[src/rtl/ascfg_pkg.sv]
// Constants and types shared by the serial configuration loader
package ascfg_pkg;
  localparam int unsigned CLK_MHZ = 100;
  // Restart time-out and least pin-low time, in microseconds
  localparam int unsigned RESTART_US = 40;
  localparam int unsigned RESTART_CYC = RESTART_US * CLK_MHZ;
  localparam int unsigned HOLD_LOW_CYC = RESTART_US * CLK_MHZ;
  // Serial clock rates in MHz
  localparam int unsigned SCLK_FAST_MHZ = 20;
  localparam int unsigned SCLK_SLOW_MHZ = 10;
  // Half periods in system clocks; floor keeps the rate at or above the minimum
  localparam int unsigned HALF_FAST = CLK_MHZ / (2 * SCLK_FAST_MHZ);
  localparam int unsigned HALF_SLOW = CLK_MHZ / (2 * SCLK_SLOW_MHZ);
  // Flash read command and start address
  localparam logic [7:0] FLASH_READ_CMD = 8'h03;
  localparam logic [23:0] FLASH_START_ADDR = 24'h000000;
  localparam int unsigned CMD_BITS = 32;
  // Frame layout: bytes, least significant bit first, frame closes with check byte
  localparam int unsigned FRAME_BYTES = 16;
  localparam logic [7:0] CHECK_SEED = 8'h00;

  // Register map
  localparam logic [3:0] REG_CTRL = 4'h0;
  localparam logic [3:0] REG_STATUS = 4'h4;
  localparam logic [3:0] REG_IRQ_STAT = 4'h8;
  localparam logic [3:0] REG_IRQ_MASK = 4'hC;
  // Control fields
  localparam int unsigned CTRL_AUTO = 0;
  localparam int unsigned CTRL_FAST = 1;
  localparam int unsigned CTRL_CONC = 2;
  localparam int unsigned CTRL_GO = 3;
  localparam logic [3:0] CTRL_RESET = 4'h3;
  // Event bits
  localparam int unsigned EV_ERR = 0;
  localparam int unsigned EV_OWN_DONE = 1;
  localparam int unsigned EV_CHAIN_DONE = 2;
  localparam int unsigned EV_RESTART = 3;
  localparam int unsigned EV_W = 4;

  typedef enum logic [2:0] {
    ASCFG_RESET,
    ASCFG_CMD,
    ASCFG_OWN,
    ASCFG_PASS,
    ASCFG_WAIT_DONE,
    ASCFG_ERROR,
    ASCFG_USER
  } ascfg_state_t;
endpackage

[src/rtl/ascfg_sync.sv]
// Two-stage synchroniser for asynchronous pin inputs
`timescale 1ns/1ps
module ascfg_sync #(
  parameter logic RESET_VAL = 1'b1
) (
  // Clock and reset
  input wire logic clk,
  input wire logic rstn,
  // Pin and synchronised level
  input wire logic pin_in,
  output logic level_out
);
  logic meta_q;

  always_ff @(posedge clk) begin
    if (!rstn) begin
      meta_q <= RESET_VAL;
      level_out <= RESET_VAL;
    end else begin
      meta_q <= pin_in;
      level_out <= meta_q;
    end
  end
endmodule

[src/rtl/ascfg_top.sv]
// Active serial configuration loader with chain control and register bus
`timescale 1ns/1ps
module ascfg_top
  import ascfg_pkg::*;
#(
  parameter int unsigned FRAMES = 4,
  parameter int unsigned RESTART_CYCLES = RESTART_CYC,
  parameter int unsigned HOLD_CYCLES = HOLD_LOW_CYC
) (
  // Clock and reset
  input wire logic clk,
  input wire logic rstn,
  // Avalon-MM slave
  input wire logic [3:0] avs_address,
  input wire logic avs_read,
  input wire logic avs_write,
  input wire logic [31:0] avs_writedata,
  output logic [31:0] avs_readdata,
  output logic avs_waitrequest,
  output logic irq,
  // Straps and start pin
  input wire logic scheme_select,
  input wire logic cfg_start_in_n,
  input wire logic chain_enable_in_n,
  output logic chain_enable_out_n,
  // Serial link
  output logic serial_cfg_clock_out,
  output logic serial_cfg_clock_oe_n,
  input wire logic serial_cfg_clock_in,
  input wire logic cfg_serial_data_in,
  output logic flash_select_out_n,
  output logic flash_command_out,
  // Open-drain status and done lines
  input wire logic cfg_status_in,
  output logic cfg_status_out,
  output logic cfg_status_oe_n,
  input wire logic cfg_done_line_in,
  output logic cfg_done_line_out,
  output logic cfg_done_line_oe_n,
  // User I/O release and init start
  output logic user_io_oe_n,
  output logic init_start
);
  localparam int unsigned BIT_W = $clog2(FRAMES * FRAME_BYTES * 8 + 1);
  localparam int unsigned TMR_W = $clog2((RESTART_CYCLES > HOLD_CYCLES ? RESTART_CYCLES : HOLD_CYCLES) + 2);

  // Synchronised pins
  logic start_n_s, ce_n_s, sclk_s, data_s, status_s, done_s, active_s;
  ascfg_sync #(.RESET_VAL(1'b1)) u_s0 (.clk(clk), .rstn(rstn), .pin_in(cfg_start_in_n), .level_out(start_n_s));
  ascfg_sync #(.RESET_VAL(1'b1)) u_s1 (.clk(clk), .rstn(rstn), .pin_in(chain_enable_in_n), .level_out(ce_n_s));
  ascfg_sync #(.RESET_VAL(1'b1)) u_s2 (.clk(clk), .rstn(rstn), .pin_in(serial_cfg_clock_in), .level_out(sclk_s));
  ascfg_sync #(.RESET_VAL(1'b0)) u_s3 (.clk(clk), .rstn(rstn), .pin_in(cfg_serial_data_in), .level_out(data_s));
  ascfg_sync #(.RESET_VAL(1'b0)) u_s4 (.clk(clk), .rstn(rstn), .pin_in(cfg_status_in), .level_out(status_s));
  ascfg_sync #(.RESET_VAL(1'b0)) u_s5 (.clk(clk), .rstn(rstn), .pin_in(cfg_done_line_in), .level_out(done_s));
  ascfg_sync #(.RESET_VAL(1'b0)) u_s6 (.clk(clk), .rstn(rstn), .pin_in(scheme_select), .level_out(active_s));

  ascfg_state_t state_q;
  logic [3:0] ctrl_q;
  logic [EV_W-1:0] irq_stat_q, irq_mask_q;
  logic [TMR_W-1:0] tmr_q, low_cnt_q;
  logic [BIT_W-1:0] bit_cnt_q;
  logic [5:0] cmd_cnt_q;
  logic [CMD_BITS-1:0] cmd_sh_q;
  logic [7:0] byte_q, check_q;
  logic [2:0] bit_in_byte_q;
  logic [7:0] byte_idx_q;
  logic [4:0] div_q;
  logic sclk_q, sclk_prev_q, own_done_q, conc_second_q, err_q, start_seen_q;
  logic fall, pin_fall, ext_rise, start_held, rx_bit_en;

  // Serial clock divider; the control register's fast bit picks the rate
  logic [4:0] half;
  assign half = ctrl_q[CTRL_FAST] ? 5'(HALF_FAST) : 5'(HALF_SLOW);
  logic master_run;
  assign master_run = active_s && (state_q == ASCFG_CMD || state_q == ASCFG_OWN || state_q == ASCFG_PASS);

  always_ff @(posedge clk) begin
    if (!rstn) begin
      div_q <= 5'h00;
      sclk_q <= 1'b0;
    end else if (!master_run) begin
      div_q <= 5'h00;
      sclk_q <= 1'b0;
    end else if (div_q == half - 5'h01) begin
      div_q <= 5'h00;
      sclk_q <= ~sclk_q;
    end else begin
      div_q <= div_q + 5'h01;
    end
  end
  assign fall = master_run && (div_q == half - 5'h01) && sclk_q;
  // Pin clock falls one cycle after the divider toggles
  assign pin_fall = serial_cfg_clock_out && !sclk_q;

  always_ff @(posedge clk) begin
    if (!rstn) begin
      // Idle level of the pulled-up clock pin, so no false edge after reset
      sclk_prev_q <= 1'b1;
    end else begin
      sclk_prev_q <= sclk_s;
    end
  end
  assign ext_rise = sclk_s && !sclk_prev_q;

  // slave only listens while enabled
  // Master reads at its falling toggle: synchroniser delay makes that the bit seen at the pin's rise
  assign rx_bit_en = active_s ? ((state_q == ASCFG_OWN) && fall)
                              : ((state_q == ASCFG_OWN) && ext_rise && !ce_n_s);

  always_ff @(posedge clk) begin
    if (!rstn) begin
      low_cnt_q <= '0;
    end else if (start_n_s) begin
      low_cnt_q <= '0;
    end else if (low_cnt_q != TMR_W'(HOLD_CYCLES)) begin
      low_cnt_q <= low_cnt_q + 1'b1;
    end
  end
  assign start_held = (low_cnt_q == TMR_W'(HOLD_CYCLES));

  // Main sequence
  always_ff @(posedge clk) begin
    if (!rstn) begin
      state_q <= ASCFG_RESET;
      tmr_q <= '0;
      err_q <= 1'b0;
      start_seen_q <= 1'b0;
      conc_second_q <= 1'b0;
    end else begin
      if (start_held) begin
        start_seen_q <= 1'b1;
      end
      case (state_q)
        ASCFG_RESET: begin
          err_q <= 1'b0;
          conc_second_q <= 1'b0;
          // wait for start pin high and own release
          if (start_n_s && status_s) begin
            state_q <= active_s ? ASCFG_CMD : ASCFG_OWN;
            start_seen_q <= 1'b0;
          end
        end
        ASCFG_CMD: begin
          if (fall && cmd_cnt_q == 6'(CMD_BITS)) begin
            state_q <= ASCFG_OWN;
          end
        end
        ASCFG_OWN: begin
          if (err_q) begin
            state_q <= ASCFG_ERROR;
            tmr_q <= '0;
          end else if (own_done_q) begin
            state_q <= active_s ? ASCFG_PASS : ASCFG_WAIT_DONE;
          end
        end
        ASCFG_PASS: begin
          // chain error seen on the status line
          if (!status_s) begin
            state_q <= ASCFG_ERROR;
            tmr_q <= '0;
          end else if (done_s) begin
            state_q <= ASCFG_USER;
          end
        end
        ASCFG_WAIT_DONE: begin
          if (!status_s) begin
            state_q <= ASCFG_ERROR;
            tmr_q <= '0;
          end else if (done_s) begin
            state_q <= ASCFG_USER;
          end
        end
        ASCFG_ERROR: begin
          if (ctrl_q[CTRL_AUTO]) begin
            tmr_q <= tmr_q + 1'b1;
            if (tmr_q == TMR_W'(RESTART_CYCLES - 1)) begin
              state_q <= ASCFG_RESET;
            end
          end else if (start_seen_q) begin
            state_q <= ASCFG_RESET;
          end
        end
        ASCFG_USER: begin
          if (start_held || ctrl_q[CTRL_GO]) begin
            state_q <= ASCFG_RESET;
          end
        end
        default: state_q <= ASCFG_RESET;
      endcase
      if (state_q == ASCFG_OWN && rx_bit_en && bit_in_byte_q == 3'h7 &&
          byte_idx_q == 8'(FRAME_BYTES - 1) && check_q != {data_s, byte_q[7:1]}) begin
        err_q <= 1'b1;
      end
      // start pin low forces reset from any state but error
      if (!start_n_s && state_q != ASCFG_RESET && state_q != ASCFG_ERROR) begin
        state_q <= ASCFG_RESET;
      end
      if (state_q == ASCFG_PASS && own_done_q && ctrl_q[CTRL_CONC]) begin
        conc_second_q <= 1'b1;
      end
    end
  end

  // command bits shift on falling edge
  always_ff @(posedge clk) begin
    if (!rstn) begin
      cmd_sh_q <= {FLASH_READ_CMD, FLASH_START_ADDR};
      cmd_cnt_q <= 6'h00;
      flash_command_out <= 1'b1;
    end else if (state_q != ASCFG_CMD) begin
      cmd_sh_q <= {FLASH_READ_CMD, FLASH_START_ADDR};
      cmd_cnt_q <= 6'h00;
      flash_command_out <= 1'b1;
    end else if (cmd_cnt_q == 6'h00) begin
      // First bit set up before the first rising clock
      flash_command_out <= cmd_sh_q[CMD_BITS-1];
      cmd_sh_q <= {cmd_sh_q[CMD_BITS-2:0], 1'b0};
      cmd_cnt_q <= 6'h01;
    end else if (pin_fall && cmd_cnt_q != 6'(CMD_BITS)) begin
      flash_command_out <= cmd_sh_q[CMD_BITS-1];
      cmd_sh_q <= {cmd_sh_q[CMD_BITS-2:0], 1'b0};
      cmd_cnt_q <= cmd_cnt_q + 6'h01;
    end
  end

  // bytes assemble least significant bit first
  always_ff @(posedge clk) begin
    if (!rstn) begin
      byte_q <= 8'h00;
      bit_in_byte_q <= 3'h0;
      byte_idx_q <= 8'h00;
      check_q <= CHECK_SEED;
      bit_cnt_q <= '0;
      own_done_q <= 1'b0;
    end else if (state_q == ASCFG_RESET) begin
      bit_in_byte_q <= 3'h0;
      byte_idx_q <= 8'h00;
      check_q <= CHECK_SEED;
      bit_cnt_q <= '0;
      own_done_q <= 1'b0;
    end else if (rx_bit_en && !own_done_q) begin
      byte_q <= {data_s, byte_q[7:1]};
      bit_in_byte_q <= bit_in_byte_q + 3'h1;
      bit_cnt_q <= bit_cnt_q + 1'b1;
      if (bit_in_byte_q == 3'h7) begin
        if (byte_idx_q == 8'(FRAME_BYTES - 1)) begin
          byte_idx_q <= 8'h00;
          check_q <= CHECK_SEED;
        end else begin
          byte_idx_q <= byte_idx_q + 8'h01;
          check_q <= check_q ^ {data_s, byte_q[7:1]};
        end
      end
      if (bit_cnt_q == BIT_W'(FRAMES * FRAME_BYTES * 8 - 1)) begin
        own_done_q <= 1'b1;
      end
    end
  end

  // Pin drivers
  always_ff @(posedge clk) begin
    if (!rstn) begin
      flash_select_out_n <= 1'b1;
      chain_enable_out_n <= 1'b1;
      serial_cfg_clock_out <= 1'b0;
      serial_cfg_clock_oe_n <= 1'b1;
      cfg_status_out <= 1'b0;
      cfg_status_oe_n <= 1'b0;
      cfg_done_line_out <= 1'b0;
      cfg_done_line_oe_n <= 1'b0;
      user_io_oe_n <= 1'b1;
      init_start <= 1'b0;
    end else begin
      // select low while reading; high in error pulses the flash reset
      flash_select_out_n <= !(master_run && !(state_q == ASCFG_PASS && !ctrl_q[CTRL_CONC]));
      chain_enable_out_n <= !own_done_q;
      serial_cfg_clock_out <= sclk_q;
      serial_cfg_clock_oe_n <= !master_run;
      // status driven low on error or reset
      // released once start pin is high again
      cfg_status_oe_n <= !(state_q == ASCFG_ERROR || !start_n_s);
      // done held low until own data done
      cfg_done_line_oe_n <= (own_done_q && state_q != ASCFG_ERROR && start_n_s) ? 1'b1 : 1'b0;
      // I/O released only in user mode
      user_io_oe_n <= (state_q != ASCFG_USER) || !start_n_s;
      init_start <= (state_q != ASCFG_USER) && done_s && own_done_q &&
                    (state_q == ASCFG_PASS || state_q == ASCFG_WAIT_DONE);
    end
  end

  // Interrupt events
  logic [EV_W-1:0] ev;
  always_comb begin
    ev = '0;
    ev[EV_ERR] = (state_q != ASCFG_ERROR) && err_q;
    ev[EV_OWN_DONE] = rx_bit_en && bit_cnt_q == BIT_W'(FRAMES * FRAME_BYTES * 8 - 1);
    ev[EV_CHAIN_DONE] = init_start;
    ev[EV_RESTART] = (state_q == ASCFG_ERROR) && ctrl_q[CTRL_AUTO] && tmr_q == TMR_W'(RESTART_CYCLES - 1);
  end

  // Avalon slave: one wait cycle; read data loaded with the request so it stands in the answer cycle
  logic acc_q;
  logic hit_rd_stat;
  assign hit_rd_stat = avs_read && acc_q && avs_address == REG_IRQ_STAT;
  always_ff @(posedge clk) begin
    if (!rstn) begin
      acc_q <= 1'b0;
      avs_waitrequest <= 1'b1;
      avs_readdata <= 32'h00000000;
      ctrl_q <= CTRL_RESET;
      irq_mask_q <= '0;
      irq_stat_q <= '0;
      irq <= 1'b0;
    end else begin
      acc_q <= (avs_read || avs_write) && !acc_q;
      avs_waitrequest <= !((avs_read || avs_write) && !acc_q);
      ctrl_q[CTRL_GO] <= 1'b0;
      if (avs_write && acc_q) begin
        case (avs_address)
          REG_CTRL: ctrl_q <= avs_writedata[3:0];
          REG_IRQ_MASK: irq_mask_q <= avs_writedata[EV_W-1:0];
          default: ;
        endcase
      end
      if (avs_read && !acc_q) begin
        case (avs_address)
          REG_CTRL: avs_readdata <= {28'h0000000, ctrl_q};
          REG_STATUS: avs_readdata <= {21'h000000, own_done_q, done_s, status_s, !chain_enable_out_n,
                                       active_s, ce_n_s, start_n_s, 1'b0, state_q};
          REG_IRQ_STAT: avs_readdata <= {28'h0000000, irq_stat_q | ev};
          REG_IRQ_MASK: avs_readdata <= {28'h0000000, irq_mask_q};
          default: avs_readdata <= 32'h00000000;
        endcase
      end
      // New events win over the read clear
      irq_stat_q <= (hit_rd_stat ? '0 : irq_stat_q) | ev;
      irq <= |(((hit_rd_stat ? '0 : irq_stat_q) | ev) & irq_mask_q);
    end
  end
endmodule
[config.mk]
export PLATFORM = sky130hd
export DESIGN_NAME = ascfg_top
export DESIGN_NICKNAME = d
export VERILOG_FILES = /design/src/rtl/ascfg_pkg.sv /design/src/rtl/ascfg_sync.sv /design/src/rtl/ascfg_top.sv
export SDC_FILE = /design/constraint.sdc
export NUM_CORES = 1
export LEC_CHECK = 0
export BUFFER_PORTS_ARGS = -buffer_cell sky130_fd_sc_hd__clkbuf_2
export CAP_MARGIN = 20
export CORE_ASPECT_RATIO = 0.9
export CORE_MARGIN = 8
export CORE_UTILIZATION = 30
export DETAILED_ROUTE_END_ITERATION = 7
export PLACE_DENSITY = 0.52
export SLEW_MARGIN = 25
export SYNTH_ARGS = -nofsm -noshare
export SYNTH_HDL_FRONTEND = slang
export SYNTH_HIERARCHICAL = 1
export SYNTH_SLANG_ARGS = --single-unit
[constraint.sdc]
create_clock -name clk -period 5.6 [get_ports clk]
set_input_delay 1.12 -clock clk [delete_from_list [all_inputs] [get_ports clk]]
set_output_delay 1.12 -clock clk [all_outputs]
set_load 0.01 [all_outputs]
Word level (Yosys, flattened, before mapping):

Index checks and enable logic that the tools add are counted.

* $add $sub $neg: 8
* equal/unequal tests: 32
* muxes and demuxes: 35
* bitwise operators: 8
* reduce and logical (&&, ||, !) cells: 78

Operators with widths (number)
* $mux W32: 2
* $pmux W11 S4: 1
* $mux W12: 3
* $mux W3: 12
* $pmux W12 S3: 1
* $logic_and A1 B1 Y1: 34
* $add A12 B1 Y12 const B: 2
* $eq A12 B12 Y1 const B: 2
* $pmux W3 S6: 1
* $mux W8: 2
* $logic_not A1 Y1: 13
* $eq A3 B3 Y1 const B: 4
* $ne A12 B12 Y1 const B: 1
* $ne A3 B3 Y1 const B: 4
* $reduce_and A2 Y1: 6
* $mux W1: 11
* $add A10 B1 Y10 const B: 1
* $eq A10 B9 Y1 const B: 1
* $ne A2 B2 Y1 const B: 5
* $reduce_or A2 Y1: 5
* $add A8 B1 Y8 const B: 1
* $eq A4 B4 Y1 const B: 2
* $eq A8 B4 Y1 const B: 1
* $ne A8 B8 Y1: 1
* 30 further kinds: 45

* flip-flop bits (word level): 181
* input bits: 47
* output and inout bits: 45
* logic and storage cells: 209

Logic depth before layout (Yosys ltp):

* depth after elaboration: 13
* depth in mapped cells: 8
* depth with buffers taken out: 7

Modules after synthesis:

Netlist, hierarchy kept.

By module, submodules not included
* ascfg_top: times used 1, cells an instance 658, area an instance 5833.1 um^2, sequential area each 2442.3 um^2
* ascfg_sync: times used 7, cells an instance 4, area an instance 52.6 um^2, sequential area each 40.0 um^2

Least setup slack after synthesis:

Ideal clock, no wire load.

* path type: input to register
* start point: input avs_address[2]
* end point: register irq
* library setup time: 131 ps
* arrival time: 2426 ps
* data required time: 5469 ps
* setup slack: 3044 ps
* cell stages on the path: 6
* buffers on the path: 1
* path through: clkbuf_1 > or4b_1 > o21ai_0 > a21boi_0 > a221oi_1 > o22ai_1

* longest elaborated chain between the ends: 6

Ends and longest elaborated chain
* from (decl): line ascfg_top.sv:14 `input wire logic [3:0] avs_address,`
* $eq A4 B4 Y1: line ascfg_top.sv:304 `assign hit_rd_stat = avs_read && acc_q && avs_address == REG_IRQ_STAT;`
* $logic_and A1 B1 Y1: line ascfg_top.sv:304
* $mux W4: line ascfg_top.sv:337 `irq <= |(((hit_rd_stat ? '0 : irq_stat_q) | ev) & irq_mask_q);`
* $or A4 B4 Y4: line ascfg_top.sv:337
* $and A4 B4 Y4: line ascfg_top.sv:337
* $reduce_or A4 Y1: line ascfg_top.sv:337
* to (signal assigned): line ascfg_top.sv:337
* to (decl): line ascfg_top.sv:20 `output logic irq,`

No other way between the ends.
A chain may end at the register's enable or synchronous reset.

Worst setup path in the final report:

* start point: register state_q[1]
* end point: register byte_idx_q[4]

* longest elaborated chain between the ends: 10
* elaborated cells between the ends (all ways): 16
* classes of those cells: 3 x eq/ne; 1 x mux; 12 x reduce/logical

Ends and longest elaborated chain
* from (decl): line ascfg_top.sv:57 `ascfg_state_t state_q;`
* from (signal assigned): line ascfg_top.sv:139 `state_q <= active_s ? ASCFG_CMD : ASCFG_OWN;`
* from (signal assigned): line ascfg_top.sv:153 `state_q <= active_s ? ASCFG_PASS : ASCFG_WAIT_DONE;`
* $eq A3 B1 Y1 / $eq A3 B2 Y1 (equally long branches): line ascfg_top.sv:75, ascfg_top.sv:107, ascfg_top.sv:108
* $logic_or A1 B1 Y1 (2 in a row): line ascfg_top.sv:75 `assign master_run = active_s && (state_q == ASCFG_CMD || state_q == ASCFG_OWN || state_q == ASCFG_PASS);`
* $logic_and A1 B1 Y1: line ascfg_top.sv:75
* $logic_and A1 B1 Y1 (2 in a row): line ascfg_top.sv:91 `assign fall = master_run && (div_q == half - 5'h01) && sclk_q;`
* $logic_and A1 B1 Y1: line ascfg_top.sv:107 `assign rx_bit_en = active_s ? ((state_q == ASCFG_OWN) && fall)`
* $mux W1: line ascfg_top.sv:107
* $logic_and A1 B1 Y1: line ascfg_top.sv:241 `end else if (rx_bit_en && !own_done_q) begin`
* $reduce_and A2 Y1 (no source line)
* to (signal assigned): line ascfg_top.sv:250 `byte_idx_q <= byte_idx_q + 8'h01;`
* to (decl): line ascfg_top.sv:66 `logic [7:0] byte_idx_q;`

Parallel ways exist; a longest one is shown, timed or not.

==> flow_metrics.py <==
metrics = {
    "die": {
        "start_util": 0.3022,
        "row_count": 50,
        "coreArea_mm2": 0.02052,
        "die_h_um": 152.4,
        "die_width_um": 167.5,
        "io_pins": 92,
        "die_area_mm2": 0.02553,
    },
    "route": {
        "ant_nets": 0,
        "via_per_inst": 4.860,
        "wl_mm": 14.10,
        "drc": 0,
        "wire_per_inst_um": 14.19,
        "vias": 4831,
        "drt-initial-drc-count": 241,
        "first_pass_iters": 4,
    },
    "synth": {
        "ys_ff_latch": 136,
        "ys_warn_count": 6,
        "yosysTopAreaCell": "dfxtp_1",
        "synth_top_area_frac": 0.4391,
        "yosys-top-cells-area": "dfxtp_1 (44%), mux2i_1 (4.7%), nor2_1 (4.7%)",
        "syn_area_mm2": 0.006201,
        "ys.flop_type": "dfxtp_1",
        "netlist_instances": 686,
        "synthArstFlopShare": 0,
        "synthDistinctLibCells": 69,
        "synth_edf_count": 0,
        "avgSynthCellArea_um2": 9.039,
        "seq_area_frac_synth": 0.4391,
    },
    "power": {
        "vdd_ir_drop_max_mv": 0.1936,
        "leakagePower_nw": 2.713,
        "p_per_area_mw_per_mm2": 336.4,
    },
    "sta": {
        "finalWorstSetupSlack_ns": 2.744,
        "report.final.slew_viol_count": 0,
        "tns_ns": 0,
        "clock_skew_ns": 0.01465,
        "hold_viol_final": 0,
        "rsz0062_at_grt": "false",
        "worst_pin_slew_ns": 0.7935,
        "setup_viol": 0,
        "slew_headroom": 0.4690,
        "post-route-period-util": 0.5100,
        "period_minus_slack_ns": 2.856,
        "fin_worst_hold_slack_ns": 0.4045,
        "fmax_mhz": 350.2,
    },
    "worst_setup_path": {
        "arrival_ns": 3.17,
        "crit_required_ns": 5.92,
        "crit_type": "reg -> reg",
        "path_max_fanout": 21,
        "cp-start-kind": "flip-flop",
        "worstSetupEndpointType": "flip-flop",
    },
    "placed_design": {
        "port_buffers": 40,
        "placed_area_mm2": 0.006551,
        "dp_hpwl_mm": 9.616,
        "dpl_worst_slack_ns": 2.551,
        "dp.cells": 962,
        "place.gp.congestion": 0.7509,
    },
    "clock_network": {
        "clkLatencyLatePin_ns": 0.43,
        "hold_buffers": 0,
        "cts.sinks": 136,
        "clockRootBuffer": "clkbuf_16",
        "cts_tree": "done",
        "cts_setup_buffers": 0,
        "ctsHtreeMaxLevel": 4,
        "path_clk_slew_ns": 0.06,
        "cts_buffer_depth": 2,
        "ctsResizeCount": 0,
        "cts_buffers": 17,
    },
    "global_route": {
        "antenna_found_initial": 0,
        "grt_pass1_vias": 4587,
        "grt_pass1_wl_mm": 23.56,
        "grt.total_usage": 0.1111,
        "grt_max_degree": 43,
        "grt_overflow": 0,
    },
    "final_layout": {
        "layout.nets": 778,
        "layout-drive-gt1-share": 0.1199,
        "layout_commonest_cell": "dfxtp_1",
        "post-route-cell-area_mm2": 0.007084,
        "fin_cells": 994,
        "diodes": 0,
        "areaGrowthSynthToFinish_pct": 14.25,
        "most-common-layout-cells": "dfxtp_1 (136), nor2_1 (77), nand2_1 (46), clkbuf_2 (40), o21ai_0 (30)",
    },
    "worst_hold_path": {
        "hp-class": "reg -> reg",
    },
    "job": {
        "cap_violations": 0,
    },
    "outcome": {
        "status": "finished, final reports clean",
    },
}
-- Yosys cell counts, types with 3 or more instances --
cell type    n
clkbuf_1    17
or4_1        4
buf_2       11
o41ai_1      3
mux2i_1     29
o31ai_1      3
a22oi_1     11
nand3b_1    13
nor3_1       8
dfxtp_1    136
nand3_1     24
nand2b_1    18
nand4_1     14
nor2_1      77
and4_1       5
o21ai_0     30
and3_1      10
xor2_1      18
nand2_1     46
nor3b_1      5
xnor2_1     17
buf_4       23
nor2b_1      5
a21oi_1     28
a22o_1       3
inv_1       15
ha_1        10
o21ai_2      3
and2_1      16
o311ai_0    14
and3b_1      5
or3_1       17
-- critical path, stage by stage (launching register included) --
cell,delay [ns]
dfxtp_1,0.76
nor3b_2,0.54
nand3b_1,0.51
or3_1,0.66
o41ai_1,0.28
-- per-stage QoR --
stage / util / total power [mW]
2_1_floorplan: - / 1.310
3_3_place_gp: 0.3193 / 1.390
3_5_place_dp: 0.3193 / 1.392
4_1_cts: 0.3452 / 2.419
5_1_grt: 0.3452 / 2.502
6_report: 0.3452 / 2.383
-- final timing paths --
| path | startpoint | to | slack (ns) | cells past startpoint |
|---|---|---|---|---|
| setup / recovery | state_q[1] | byte_idx_q[4] | 2.74 | 4 |
| hold / removal | u_s0/meta_q | u_s0/level_out | 0.40 | 1 |
| setup reg to reg | state_q[1] | byte_idx_q[4] | 2.74 | 4 |
| hold reg to reg | u_s0/meta_q | u_s0/level_out | 0.40 | 1 |
-- power by group --
group / total [mW] / internal [mW] / leakage (nW) / switching (mW)
clock network: 1.01 / 0.569 / 0.252 / 0.443
registers: 1.03 / 0.994 / 1.10 / 0.0413
logic: 0.336 / 0.119 / 1.36 / 0.217
total: 2.38 / 1.68 / 2.71 / 0.701
-- registers in the layout (all words and copies together), names as in the netlist, 3 cells and up --
signal,count
avs_readdata,11
bit_cnt_q,10
bit_in_byte_q,3
byte_idx_q,8
byte_q,7
check_q,8
cmd_cnt_q,6
cmd_sh_q,8
ctrl_q,4
div_q,5
irq_mask_q,4
irq_stat_q,4
low_cnt_q,12
state_q,3
tmr_q,12
-- per-layer routing --
metal,track usage,share of wire
met5,0,0
met2,0.1609,0.42
met1,0.1532,0.51
met3,0.03108,0.052
met4,0.04206,0.013
-- cells by family after synthesis --
| logic type | share of synthesized area |
|---|---|
| xor gates and xnor gates | 0.04943 |
| adders and majority gates | 0.02018 |
| and+or+nand+nor | 0.2488 |
| buffers and inverters | 0.05851 |
| DFF | 0.4391 |
| AOI/OAI and AO/OA | 0.1366 |
| other | 0.0006047 |
| muxes | 0.04681 |
-- layout make-up --
class / instances / area [µm²]
clock buffer: 19 / 432.9
clock inverter: 13 / 100.1
multi-input combinational: 504 / 3198
sequential: 136 / 2723
tap: 260 / 325.3
fill: 2146 / 13440
inverter: 16 / 60.06
timing repair buffer: 46 / 245.2
(Power assumes the default switching activity.)
